$ cat src/timer_pkg.sv
`default_nettype none
package timer_pkg;
    // Width of the channel counter and its extremes.
    localparam int          CNT_W        = 16;
    localparam logic [15:0] CNT_ZERO     = 16'h0000;
    localparam logic [15:0] CNT_MAX      = 16'hffff;

    // Count profiles.
    localparam logic [1:0] PROF_UP_MAX   = 2'h0;
    localparam logic [1:0] PROF_UPDN_MAX = 2'h1;
    localparam logic [1:0] PROF_UP_CMPC  = 2'h2;
    localparam logic [1:0] PROF_UPDN_CMPC = 2'h3;

    // Edge selection codes shared by trigger and event edge fields.
    localparam logic [1:0] EDGE_NONE     = 2'h0;
    localparam logic [1:0] EDGE_RISE     = 2'h1;
    localparam logic [1:0] EDGE_FALL     = 2'h2;
    localparam logic [1:0] EDGE_BOTH     = 2'h3;

    // Output action codes.
    localparam logic [1:0] ACT_NONE      = 2'h0;
    localparam logic [1:0] ACT_SET       = 2'h1;
    localparam logic [1:0] ACT_CLEAR     = 2'h2;
    localparam logic [1:0] ACT_TOGGLE    = 2'h3;

    // Event source code that takes the second line as input.
    localparam logic [1:0] EVT_SRC_LINE_B = 2'h0;

    // Count clock selection: five internal rates, then external clocks 0 to 2.
    localparam logic [2:0] CLK_SEL_EXT0  = 3'h5;
    localparam logic [2:0] CLK_SEL_EXT1  = 3'h6;
    localparam logic [2:0] CLK_SEL_EXT2  = 3'h7;
    localparam int          PRESC_W      = 10;
    localparam int          DIV0_LOG2    = 1;
    localparam int          DIV1_LOG2    = 3;
    localparam int          DIV2_LOG2    = 5;
    localparam int          DIV3_LOG2    = 7;
    localparam int          DIV4_LOG2    = 10;

    // Positions of the synchronised pins in the pin vector.
    localparam int PIN_XC0 = 0;
    localparam int PIN_XC1 = 1;
    localparam int PIN_XC2 = 2;
    localparam int PIN_LA  = 3;
    localparam int PIN_LB  = 4;
    localparam int PIN_PHA = 5;
    localparam int PIN_PHB = 6;
    localparam int PIN_IDX = 7;
    localparam int PIN_CHN = 8;
    localparam int NUM_PINS = 9;

    // Channel mode configuration, held static by software while counting.
    typedef struct packed {
        logic       wave_mode;
        logic [2:0] count_clock_sel;
        logic       capture_trig_line_sel;
        logic [1:0] capture_trig_edge;
        logic       cmp_c_trig_en;
        logic [1:0] ext_event_source;
        logic [1:0] ext_event_edge;
        logic       ext_event_trig_en;
        logic [1:0] count_profile_sel;
        logic       stop_on_cmp_c;
        logic       disable_on_cmp_c;
        logic [1:0] a_on_cmp_a;
        logic [1:0] a_on_cmp_c;
        logic [1:0] a_on_evt;
        logic [1:0] a_on_sw;
        logic [1:0] b_on_cmp_b;
        logic [1:0] b_on_cmp_c;
        logic [1:0] b_on_evt;
        logic [1:0] b_on_sw;
    } mode_cfg_t;

    // Compare values.
    typedef struct packed {
        logic [15:0] compare_a;
        logic [15:0] compare_b;
        logic [15:0] compare_c_value;
    } compare_set_t;
endpackage : timer_pkg
`default_nettype wire

$ cat src/pin_sync_edge.sv
`default_nettype none
module pin_sync_edge (
    input  wire logic ref_clk,
    input  wire logic rst_n,
    input  wire logic pin_in,
    output logic      level,
    output logic      rise,
    output logic      fall
);
    logic meta_q;
    logic sync_q;
    logic prev_q;

    // Two flops shield the logic from pin metastability; only the second is read.
    always_ff @(posedge ref_clk or negedge rst_n) begin
        if (!rst_n) begin
            meta_q <= 1'b0;
            sync_q <= 1'b0;
            prev_q <= 1'b0;
        end else begin
            meta_q <= pin_in;
            sync_q <= meta_q;
            prev_q <= sync_q;
        end
    end

    // Edge pulses last one cycle and lag the pin by about two cycles.
    assign level = sync_q;
    assign rise  = sync_q & ~prev_q;
    assign fall  = ~sync_q & prev_q;
endmodule : pin_sync_edge
`default_nettype wire

$ cat src/timer_waveform_quad_decoder.sv
// Function
// - Select bit picks line A or B for capture trigger
// - Edge field picks rising/falling/both; zero disables
// - Mode bit set means waveform, clear means capture
// - Waveform gives PWM pairs or single/repeat pulses
// - Line A output; line B output unless event source
// - Compares A, B, C usable in every profile
// - Profile 00 counts up to FFFF, wraps
// - Up profiles: triggers reset counter any time
// - Profiles 00 and 01: compare C never triggers
// - Profile 10 counts to compare C, resets
// - Profile 01 counts up FFFF then down
// - Profile 11 counts up to C then down
// - Up-down profiles: trigger reverses count direction
// - Compare C stops or disables count clock
// - Event source and edge select; edge zero means none
// - Line B as source: no drive, compare B idle
// - Event triggers only when trigger enable set
// - Events set, clear or toggle the outputs
// - Decoder off leaves channel an ordinary timer
// - Decoder: phase edges or index pulses counted
// - Decoder on ignores external clock 0 routing
// - Compare C match sets the status flag
// - Trigger starts clock; resets (up) or reverses (up-down) count at next count edge
// - Block sync write triggers like software, no output action
`default_nettype none
module timer_waveform_quad_decoder (
    input  wire logic                    ref_clk,
    input  wire logic                    rst_n,
    input  wire timer_pkg::mode_cfg_t    channel_mode_cfg,
    input  wire timer_pkg::compare_set_t compares,
    input  wire logic                    quad_decode_en,
    input  wire logic                    quad_chan_sel,
    input  wire logic                    ext_clk0_routing,
    input  wire logic                    clk_enable_cmd,
    input  wire logic                    clk_disable_cmd,
    input  wire logic                    sw_trigger,
    input  wire logic                    block_sync_write,
    input  wire logic                    status_read,
    input  wire logic                    ext_clock_in0,
    input  wire logic                    ext_clock_in1,
    input  wire logic                    ext_clock_in2,
    input  wire logic                    chain_clock_in,
    input  wire logic                    phase_a_input,
    input  wire logic                    phase_b_input,
    input  wire logic                    index_input,
    input  wire logic                    chan_line_a_in,
    input  wire logic                    chan_line_b_in,
    output logic                         chan_line_a_out,
    output logic                         chan_line_a_oe,
    output logic                         chan_line_b_out,
    output logic                         chan_line_b_oe,
    output logic [15:0]                  counter_value,
    output logic                         clk_enabled,
    output logic                         clk_running,
    output logic                         counting_up,
    output logic                         cmp_c_status_flag
);
    import timer_pkg::*;

    mode_cfg_t             cfg;
    logic [NUM_PINS-1:0]   pins_raw;
    logic [NUM_PINS-1:0]   pin_lvl;
    logic [NUM_PINS-1:0]   pin_rise;
    logic [NUM_PINS-1:0]   pin_fall;
    logic [PRESC_W-1:0]    presc_q;
    logic [4:0]            int_tick;
    logic                  quad_pulse;
    logic                  ext0_pulse;
    logic                  sel_tick;
    logic                  cnt_tick;
    logic                  cap_trig;
    logic                  ext_evt;
    logic                  sync_trig;
    logic                  trig_now;
    logic                  line_b_is_src;
    logic                  top_hit;
    logic [15:0]           top_val;
    logic                  cmp_a_hit;
    logic                  cmp_b_hit;
    logic                  cmp_c_hit;
    logic                  cmp_c_trig;
    logic                  up_profile;
    logic                  trig_pend_q;
    logic                  en_q;
    logic                  run_q;
    logic                  dir_up_q;
    logic [15:0]           cnt_q;
    logic [15:0]           cnt_d;
    logic                  dir_up_d;
    logic                  flag_q;
    logic                  a_q;
    logic                  b_q;

    assign cfg = channel_mode_cfg;

    // Every pin crosses from outside through its own synchroniser.
    assign pins_raw = {chain_clock_in, index_input, phase_b_input, phase_a_input,
                       chan_line_b_in, chan_line_a_in, ext_clock_in2, ext_clock_in1,
                       ext_clock_in0};
    for (genvar i = 0; i < NUM_PINS; i++) begin : g_pin
        pin_sync_edge u_sync (
            .ref_clk (ref_clk),
            .rst_n   (rst_n),
            .pin_in  (pins_raw[i]),
            .level   (pin_lvl[i]),
            .rise    (pin_rise[i]),
            .fall    (pin_fall[i])
        );
    end

    // Picks the edge pulse of a synchronised pin according to an edge code.
    function automatic logic edge_of(input logic [1:0] sel, input logic r, input logic f);
        case (sel)
            EDGE_RISE: edge_of = r;
            EDGE_FALL: edge_of = f;
            EDGE_BOTH: edge_of = r | f;
            default:   edge_of = 1'b0;
        endcase
    endfunction : edge_of

    // Applies one output action to a line level.
    function automatic logic act_on(input logic [1:0] act, input logic hit, input logic cur);
        if (!hit) begin
            act_on = cur;
        end else begin
            case (act)
                ACT_SET:    act_on = 1'b1;
                ACT_CLEAR:  act_on = 1'b0;
                ACT_TOGGLE: act_on = ~cur;
                default:    act_on = cur;
            endcase
        end
    endfunction : act_on

    // Free-running prescaler; each internal rate is a one-cycle enable.
    always_ff @(posedge ref_clk or negedge rst_n) begin
        if (!rst_n) begin
            presc_q <= '0;
        end else begin
            presc_q <= presc_q + 1'b1;
        end
    end
    assign int_tick[0] = &presc_q[DIV0_LOG2-1:0];
    assign int_tick[1] = &presc_q[DIV1_LOG2-1:0];
    assign int_tick[2] = &presc_q[DIV2_LOG2-1:0];
    assign int_tick[3] = &presc_q[DIV3_LOG2-1:0];
    assign int_tick[4] = &presc_q[DIV4_LOG2-1:0];

    // The decoder replaces external clock 0 and overrides its routing field.
    assign quad_pulse = quad_chan_sel ? pin_rise[PIN_IDX]
                      : (pin_rise[PIN_PHA] | pin_fall[PIN_PHA] |
                         pin_rise[PIN_PHB] | pin_fall[PIN_PHB]);
    assign ext0_pulse = quad_decode_en ? quad_pulse
                      : (ext_clk0_routing ? pin_rise[PIN_CHN] : pin_rise[PIN_XC0]);

    // Count clock selection; external clocks count on their rising edge.
    always_comb begin
        case (cfg.count_clock_sel)
            CLK_SEL_EXT0: sel_tick = ext0_pulse;
            CLK_SEL_EXT1: sel_tick = pin_rise[PIN_XC1];
            CLK_SEL_EXT2: sel_tick = pin_rise[PIN_XC2];
            default:      sel_tick = int_tick[cfg.count_clock_sel];
        endcase
    end
    assign cnt_tick = sel_tick & en_q & run_q;

    // Capture trigger line and edge; edge code zero gives no trigger at all.
    assign cap_trig = ~cfg.wave_mode &
        (cfg.capture_trig_line_sel
            ? edge_of(cfg.capture_trig_edge, pin_rise[PIN_LB], pin_fall[PIN_LB])
            : edge_of(cfg.capture_trig_edge, pin_rise[PIN_LA], pin_fall[PIN_LA]));

    // Waveform external event from line B or one of the three clock pins.
    always_comb begin
        case (cfg.ext_event_source)
            EVT_SRC_LINE_B: ext_evt = edge_of(cfg.ext_event_edge, pin_rise[PIN_LB],
                                              pin_fall[PIN_LB]);
            2'h1:           ext_evt = edge_of(cfg.ext_event_edge, pin_rise[PIN_XC0],
                                              pin_fall[PIN_XC0]);
            2'h2:           ext_evt = edge_of(cfg.ext_event_edge, pin_rise[PIN_XC1],
                                              pin_fall[PIN_XC1]);
            default:        ext_evt = edge_of(cfg.ext_event_edge, pin_rise[PIN_XC2],
                                              pin_fall[PIN_XC2]);
        endcase
        ext_evt = ext_evt & cfg.wave_mode;
    end
    assign line_b_is_src = cfg.wave_mode & (cfg.ext_event_source == EVT_SRC_LINE_B);

    // Trigger sources other than compare C; a block sync write counts like a software trigger.
    assign sync_trig = sw_trigger | block_sync_write;
    assign trig_now  = sync_trig | cap_trig |
                       (ext_evt & cfg.ext_event_trig_en);

    // Compare matches are judged at the count edge on the value being left.
    assign up_profile = ~cfg.wave_mode | ~cfg.count_profile_sel[0];
    assign top_val = cfg.count_profile_sel[1] ? compares.compare_c_value : CNT_MAX;
    assign top_hit = cnt_q == top_val;
    assign cmp_a_hit = cnt_tick & (cnt_q == compares.compare_a);
    assign cmp_b_hit = cnt_tick & (cnt_q == compares.compare_b) & ~line_b_is_src;
    assign cmp_c_hit = cnt_tick & (cnt_q == compares.compare_c_value);
    // In waveform mode only profile 10 lets compare C reset the count, 00 and 01 never do; in capture mode cmp_c_trig_en decides.
    assign cmp_c_trig = cmp_c_hit & (cfg.wave_mode
                        ? (cfg.count_profile_sel == PROF_UP_CMPC) : cfg.cmp_c_trig_en);

    // Triggers wait here until the selected clock's next active edge.
    always_ff @(posedge ref_clk or negedge rst_n) begin
        if (!rst_n) begin
            trig_pend_q <= 1'b0;
        end else if (trig_now) begin
            trig_pend_q <= 1'b1;
        end else if (cnt_tick) begin
            trig_pend_q <= 1'b0;
        end
    end

    // Enable and run state; a trigger restarts a running stop but never a disable.
    always_ff @(posedge ref_clk or negedge rst_n) begin
        if (!rst_n) begin
            en_q  <= 1'b0;
            run_q <= 1'b0;
        end else if (clk_disable_cmd) begin
            en_q  <= 1'b0;
            run_q <= 1'b0;
        end else if (cmp_c_hit & cfg.disable_on_cmp_c & cfg.wave_mode) begin
            en_q  <= 1'b0;
            run_q <= 1'b0;
        end else begin
            if (clk_enable_cmd) begin
                en_q <= 1'b1;
            end
            if (trig_now & (en_q | clk_enable_cmd)) begin
                run_q <= 1'b1;
            end else if (cmp_c_hit & cfg.stop_on_cmp_c & cfg.wave_mode) begin
                run_q <= 1'b0;
            end else if (clk_enable_cmd & ~en_q) begin
                run_q <= 1'b1;
            end
        end
    end

    // Next count and direction for each profile.
    always_comb begin
        cnt_d    = cnt_q;
        dir_up_d = dir_up_q;
        if (trig_pend_q && up_profile) begin
            cnt_d    = CNT_ZERO;
            dir_up_d = 1'b1;
        end else if (trig_pend_q) begin
            dir_up_d = ~dir_up_q;
            cnt_d    = dir_up_q ? cnt_q - 16'h0001 : cnt_q + 16'h0001;
        end else if (cmp_c_trig) begin
            cnt_d = CNT_ZERO;
        end else if (up_profile) begin
            cnt_d = cnt_q + 16'h0001;
        end else if (dir_up_q && top_hit) begin
            dir_up_d = 1'b0;
            cnt_d    = cnt_q - 16'h0001;
        end else if (!dir_up_q && cnt_q == CNT_ZERO) begin
            dir_up_d = 1'b1;
            cnt_d    = cnt_q + 16'h0001;
        end else begin
            cnt_d = dir_up_q ? cnt_q + 16'h0001 : cnt_q - 16'h0001;
        end
    end

    // The counter only moves on an enabled, running count edge.
    always_ff @(posedge ref_clk or negedge rst_n) begin
        if (!rst_n) begin
            cnt_q    <= CNT_ZERO;
            dir_up_q <= 1'b1;
        end else if (cnt_tick) begin
            cnt_q    <= cnt_d;
            dir_up_q <= dir_up_d;
        end
    end

    // Status flag is sticky; a match in the clearing cycle wins over the read.
    always_ff @(posedge ref_clk or negedge rst_n) begin
        if (!rst_n) begin
            flag_q <= 1'b0;
        end else if (cmp_c_hit) begin
            flag_q <= 1'b1;
        end else if (status_read) begin
            flag_q <= 1'b0;
        end
    end

    // Output controller; software trigger has top priority, compare A/B lowest.
    always_ff @(posedge ref_clk or negedge rst_n) begin
        if (!rst_n) begin
            a_q <= 1'b0;
            b_q <= 1'b0;
        end else if (cfg.wave_mode) begin
            a_q <= act_on(cfg.a_on_sw, sw_trigger,
                   act_on(cfg.a_on_evt, ext_evt,
                   act_on(cfg.a_on_cmp_c, cmp_c_hit,
                   act_on(cfg.a_on_cmp_a, cmp_a_hit, a_q))));
            if (!line_b_is_src) begin
                b_q <= act_on(cfg.b_on_sw, sw_trigger,
                       act_on(cfg.b_on_evt, ext_evt,
                       act_on(cfg.b_on_cmp_c, cmp_c_hit,
                       act_on(cfg.b_on_cmp_b, cmp_b_hit, b_q))));
            end
        end
    end

    // Drive enables follow the mode; line B is released when it is the event source.
    assign chan_line_a_oe  = cfg.wave_mode;
    assign chan_line_b_oe  = cfg.wave_mode & ~line_b_is_src;
    assign chan_line_a_out = a_q;
    assign chan_line_b_out = b_q;
    assign counter_value     = cnt_q;
    assign clk_enabled       = en_q;
    assign clk_running       = run_q;
    assign counting_up       = dir_up_q;
    assign cmp_c_status_flag = flag_q;
endmodule : timer_waveform_quad_decoder
`default_nettype wire

$ cat config.mk
export PLATFORM = sky130hd
export DESIGN_NAME = timer_waveform_quad_decoder
export DESIGN_NICKNAME = d
export VERILOG_FILES = /design/src/timer_pkg.sv /design/src/pin_sync_edge.sv /design/src/timer_waveform_quad_decoder.sv
export SDC_FILE = /design/constraint.sdc
export NUM_CORES = 1
export LEC_CHECK = 0
export BUFFER_PORTS_ARGS = -buffer_cell sky130_fd_sc_hd__buf_2
export CORE_AREA = 2 2 101 103
export DETAILED_ROUTE_END_ITERATION = 7
export DIE_AREA = 0 0 103 105
export PLACE_DENSITY = 0.73
export SYNTH_ARGS = -nofsm -noshare
export SYNTH_HDL_FRONTEND = slang
export SYNTH_HIERARCHICAL = 1
export SYNTH_SLANG_ARGS = --single-unit
export TNS_END_PERCENT = 20
$ cat constraint.sdc
create_clock -name ref_clk -period 3.5 [get_ports ref_clk]
set_input_delay 0.7 -clock ref_clk [delete_from_list [all_inputs] [get_ports ref_clk]]
set_output_delay 0.7 -clock ref_clk [all_outputs]
set_load 0.02 [all_outputs]
==> results of run 1 <==
-- power by group --
| part | leakage, nW | switching (W) | internal [W] |
|---|---|---|---|
| Clock | 0.0995 | 0.000313 | 0.000354 |
| Combinational | 1.56 | 0.000516 | 0.000410 |
| Sequential | 0.742 | 0.000112 | 0.000751 |
-- flip-flops by register name, summed over array words and instances, names as in the netlist --
register	count
cmp_c_status_flag	1
counter_value	16
clk_enabled	1
counting_up	1
clk_running	1
g_pin.u_sync/meta_q	9
chan_line_a_out	1
chan_line_b_out	1
presc_q	10
g_pin.u_sync/level	9
trig_pend_q	1
g_pin.u_sync/prev_q	9
-- final timing paths --
path	from	to	cells past startpoint
max	presc_q[1]$_DFF_PN0_	chan_line_b_out$_DFFE_PN0P_	11
min	g_pin[7].u_sync/meta_q$_DFF_PN0_	g_pin[7].u_sync/level$_DFF_PN0_	0
max reg2reg	presc_q[1]$_DFF_PN0_	chan_line_b_out$_DFFE_PN0P_	11
min reg2reg	g_pin[7].u_sync/meta_q$_DFF_PN0_	g_pin[7].u_sync/level$_DFF_PN0_	0
max in group asynchronous	rst_n	counter_value[12]$_DFFE_PN0N_	2
min in group asynchronous	rst_n	trig_pend_q$_DFFE_PN0P_	1
-- worst reg2reg max path, delay by kind of cell (launching register included) --
| family | cells | cell delay [ns] |
|---|---|---|
| compound gates | 5 | 1.04 |
| fa+ha+maj | 2 | 0.37 |
| flops | 1 | 0.38 |
| simple gates | 4 | 1.32 |
-- cells in the final DEF (no fill, tap or decap), types with 5 or more instances in the layout --
cell / instances
xnor2_1: 32
buf_4: 22
a21oi_1: 23
buf_2: 123
dfrtp_1: 59
mux2i_1: 13
xor2_1: 15
ha_1: 5
o22ai_1: 6
nor2b_1: 25
o211ai_1: 5
inv_1: 14
nor3_1: 7
or3_1: 7
o21ai_0: 10
nor2_1: 28
clkbuf_8: 10
nor4_1: 7
and3_1: 9
nand3_1: 16
nand2_1: 37
nand2b_1: 17
mux2_2: 6
and2b_2: 7
nand4_1: 13
-- layout make-up --
type                            count  area [um2]  area share [%]
Multi-Input combinational cell    371        2540            48.3
Inverter                           16        60.1            1.14
Sequential cell                    60        1500            28.6
Timing Repair Buffer              145         781            14.9
Clock inverter                      6        71.3            1.36
Tap cell                          133         166            3.17
Clock buffer                       10         138            2.62
-- stage by stage --
stage | utilization [%] | hold slack, ns | total power, W | area [um2]
floorplan | - | 0.331 | 0.00147 | 4240
global placement | 52.4 | 0.332 | 0.00177 | 5050
detailed placement | 52.4 | 0.335 | 0.00179 | 5050
CTS | 54.5 | 0.343 | 0.00245 | 5260
global route | 54.5 | 0.348 | 0.00259 | 5260
finish | 54.5 | 0.344 | 0.00245 | 5260
-- routing by layer --
metal / routed length [um] / up-vias / track usage, %
met3: 1200 / 26 / 3.88
met1: 5120 / 1949 / 29.6
li1: - / 1978 / -
met2: 5930 / 213 / 38.9
met5: 0 / - / 0
met4: 250 / 0 / 8.27
==> flow_summary.json, run 1 <==
{
  "crit_chain": "ha_1 -> and3_1 -> ha_1 -> a21oi_1 -> o221a_2 -> or4_4 -> o21a_1 -> or3_1 -> o22a_1 -> a31o_1 -> nand3_1",
  "grt_pass1_vias": 4028,
  "final.min_clock_period_ns": 3.16,
  "grtUsageTotal_pct": 23.2,
  "arrival_ns": 3.45,
  "yosysWarnings": 6,
  "wirelength_um": 12500,
  "worst_pin_slew_ns": 1.08,
  "setup_viol": 0,
  "first_iter_violations": 283,
  "relSlewSlack_pct": 28.2,
  "cts_resized": 0,
  "worst-setup-path-type": "reg -> reg",
  "synth_fp_nets": 581,
  "area_delta_synth_final_pct": 24.1,
  "post-cts-setup-buffers": 0,
  "hold_viol": 0,
  "r2r_slack_ns": 0.34,
  "syn-instance-count": 476,
  "dp_slack_ns": 0.252,
  "fmaxAchievable_mhz": 317,
  "clk_pin_slew_ns": 0.08,
  "die_h_um": 105,
  "post-place-cells": 725,
  "max-vdd-ir-drop_mv": 0.322,
  "syn_avg_cell_area_um2": 8.90,
  "tns_ns": 0,
  "grt_pass1_wl_um": 19600,
  "ant_nets": 0,
  "slowest_delay_ns": 0.69,
  "critPathLaunchType": "flip-flop",
  "root_buffer": "clkbuf_8",
  "tritoncts": "yes",
  "antenna_found_initial": 0,
  "fin_skew_ns": 0.00985,
  "cts.sinks": 60,
  "power.density_nw_per_um2": 467,
  "cp-end-kind": "flip-flop",
  "place_hpwl_um": 9570,
  "cap_violations": 0,
  "grt-ovfl-total": 0,
  "crit_path_top_delay_cell": "or4_4",
  "hp-class": "reg -> reg",
  "vias_per_cell": 5.62,
  "ios": 124,
  "firstDrtPassIters": 6,
  "cts_max_path_buffers": 2,
  "critPathTopFamily": "simple AND/OR/NAND/NOR gates",
  "port_buffers": 123,
  "crit_top_cell": "ha_1",
  "vias": 4166,
  "rsz0062_at_grt": "no",
  "diodes": 0,
  "wl_per_cell_um": 16.9,
  "status": "finished, final reports clean",
  "critPathMaxFanout": 21,
  "fin_nets": 708,
  "core_um2": 9640,
  "drive_above_1_share_pct": 31.4,
  "crit_buf_inv": 0,
  "p_leak_nw": 2.40,
  "required_ns": 3.79,
  "final_cells": 741,
  "clk_latency_ns": 0.35,
  "nFillCells": 919,
  "die_x_um": 103,
  "cts_buffers": 9,
  "layout_setup_ws_ns": 0.342,
  "gp_congestion": 0.995,
  "period_share_pct": 90.2,
  "synth_area_um2": 4240,
  "die_area_um2": 10800,
  "drc": 0,
  "finalMaxSlewViolations": 0,
  "initial_core_util_pct": 44.0,
  "hold_buffers": 0,
  "rows": 36,
  "grt_max_degree": 50,
  "cts-htree-levels": 3
}
Power figures use the tool's default switching activity.
==> run 2: changes to the inputs <==
- PLACE_DENSITY: 0.73 -> 0.69
==> run 2 against run 1 <==
Cell count shrank 0.54%. Highest routed layer unchanged. Hold slack lost 0.038 ns. Combinational power shrank 3.3%. Total power shrank 0.45%. Die area is the same. Maximum frequency shrank 0.84%. Routed wire length grew 0.77%. First-iteration DRC count grew 6.4%.
==> flow_summary.json, run 2 (synthesis results as in run 1) <==
{
  "status": "finished, final reports clean",
  "root_buffer": "clkbuf_8",
  "r2r-start": "presc_q[1]$_DFF_PN0_",
  "finalMaxSlewViolations": 0,
  "nFillCells": 910,
  "largest_register_ffs": 16,
  "cts_resized": 0,
  "ff_latch_area_um2": 1500,
  "cap_violations": 0,
  "critPathLaunchType": "flip-flop",
  "critPathMaxFanout": 20,
  "r2r_slack_ns": 0.32,
  "post-place-cells": 721,
  "dp_slack_ns": 0.239,
  "cts-htree-levels": 3,
  "die_area_um2": 10800,
  "crit_chain": "ha_1 -> and3_1 -> ha_1 -> a21oi_1 -> o221a_2 -> or4_4 -> o21a_1 -> or3_1 -> o22a_1 -> a31o_1 -> nand3_1",
  "crit_top_cell": "ha_1",
  "drive_above_1_share_pct": 31.0,
  "gr-usage-met3_pct": 4.35,
  "layout_setup_ws_ns": 0.315,
  "cts.sinks": 60,
  "firstDrtPassIters": 5,
  "tns_ns": 0,
  "antenna_found_initial": 0,
  "wl_per_cell_um": 17.1,
  "final.min_clock_period_ns": 3.18,
  "fin_skew_ns": 0.0126,
  "cts_max_path_buffers": 2,
  "initial_core_util_pct": 44.0,
  "power.density_nw_per_um2": 468,
  "holdWs_ns": 0.306,
  "cts_buffers": 9,
  "tritoncts": "yes",
  "first_iter_violations": 301,
  "ant_nets": 0,
  "crit_path_top_delay_cell": "or4_4",
  "die_h_um": 105,
  "grt-busiest-layer": "met2",
  "drc": 0,
  "post-cts-setup-buffers": 0,
  "wirelength_um": 12600,
  "hold_viol": 0,
  "area_delta_synth_final_pct": 23.4,
  "final_cell_mix": "123 x buf_2, 59 x dfrtp_1, 37 x nand2_1",
  "rows": 36,
  "r2r_end": "chan_line_b_out$_DFFE_PN0P_",
  "required_ns": 3.80,
  "clk_pin_slew_ns": 0.08,
  "die_x_um": 103,
  "ios": 124,
  "slowest_delay_ns": 0.68,
  "rr_worst_depth": 11,
  "grt_pass1_vias": 3999,
  "worst_pin_slew_ns": 0.665,
  "worst-setup-path-type": "reg -> reg",
  "fin_nets": 704,
  "p_leak_nw": 2.38,
  "core_um2": 9640,
  "final_cells": 737,
  "relSlewSlack_pct": 55.7,
  "grt.met2_usage_pct": 38.9,
  "hp-class": "in -> async",
  "max-vdd-ir-drop_mv": 0.280,
  "arrival_ns": 3.48,
  "period_share_pct": 91.0,
  "hold_buffers": 0,
  "vias": 4173,
  "fmaxAchievable_mhz": 314,
  "grt_max_degree": 41,
  "gr-usage-met1_pct": 29.5,
  "final_common_cell": "buf_2",
  "finalPower_w": 0.00244,
  "gp_congestion": 0.911,
  "place_hpwl_um": 9460,
  "port_buffers": 123,
  "multi_input_area_um2": 2540,
  "clk_latency_ns": 0.36,
  "vias_per_cell": 5.66,
  "grtUsageTotal_pct": 23.1,
  "grt-ovfl-total": 0,
  "rsz0062_at_grt": "no",
  "grt_pass1_wl_um": 19400,
  "diodes": 0,
  "setup_viol": 0,
  "cp-end-kind": "flip-flop"
}
-- run 2: final cells by class --
cell class,count,area share [%]
clock buffer,10,2.63
clock inverter,6,1.36
inverter,16,1.15
multi-input combinational,371,48.6
sequential,60,28.8
tap,133,3.18
timing repair buffer,141,14.4
-- run 2: critical path: cells and delay by family (launching register included) --
family                     cells  cell delay [ns]
AOI/OAI and AO/OA              5             1.03
adders and majority gates      2             0.38
DFF                            1             0.37
and+or+nand+nor                4             1.35
-- run 2: stage by stage --
step                area, um2  util [%]
CTS                      5230      54.2
global route             5230      54.2
detailed placement       5020      52.1
finish                   5230      54.2
global placement         5020      52.1
floorplan                4240         -
-- run 2: power breakdown --
group	switching (W)	leakage (nW)	internal [W]
registers	0.000122	0.742	0.000750
logic	0.000494	1.54	0.000402
clock network	0.000322	0.0995	0.000354
total	0.000938	2.38	0.00151
-- run 2: layer usage --
metal,part of all wire (%),routed length [um]
met5,0,0
met1,43,5400
met2,49,6120
met4,1.4,182
met3,7.1,897
-- run 2: how the worst max path moves through the flow --
stage / end / slack, ns / cells past startpoint / startpoint
after global placement: chan_line_b_out$_DFFE_PN0P_ / 0.29 / 10 / channel_mode_cfg[29]
after floorplan: chan_line_b_out$_DFFE_PN0P_ / 0.56 / 10 / channel_mode_cfg[29]
after global routing: counter_value[4]$_DFFE_PN0N_ / 0.17 / 11 / presc_q[1]$_DFF_PN0_
after detailed placement: chan_line_b_out$_DFFE_PN0P_ / 0.24 / 10 / channel_mode_cfg[29]
after CTS: chan_line_b_out$_DFFE_PN0P_ / 0.31 / 11 / presc_q[1]$_DFF_PN0_
final: chan_line_b_out$_DFFE_PN0P_ / 0.32 / 11 / presc_q[1]$_DFF_PN0_
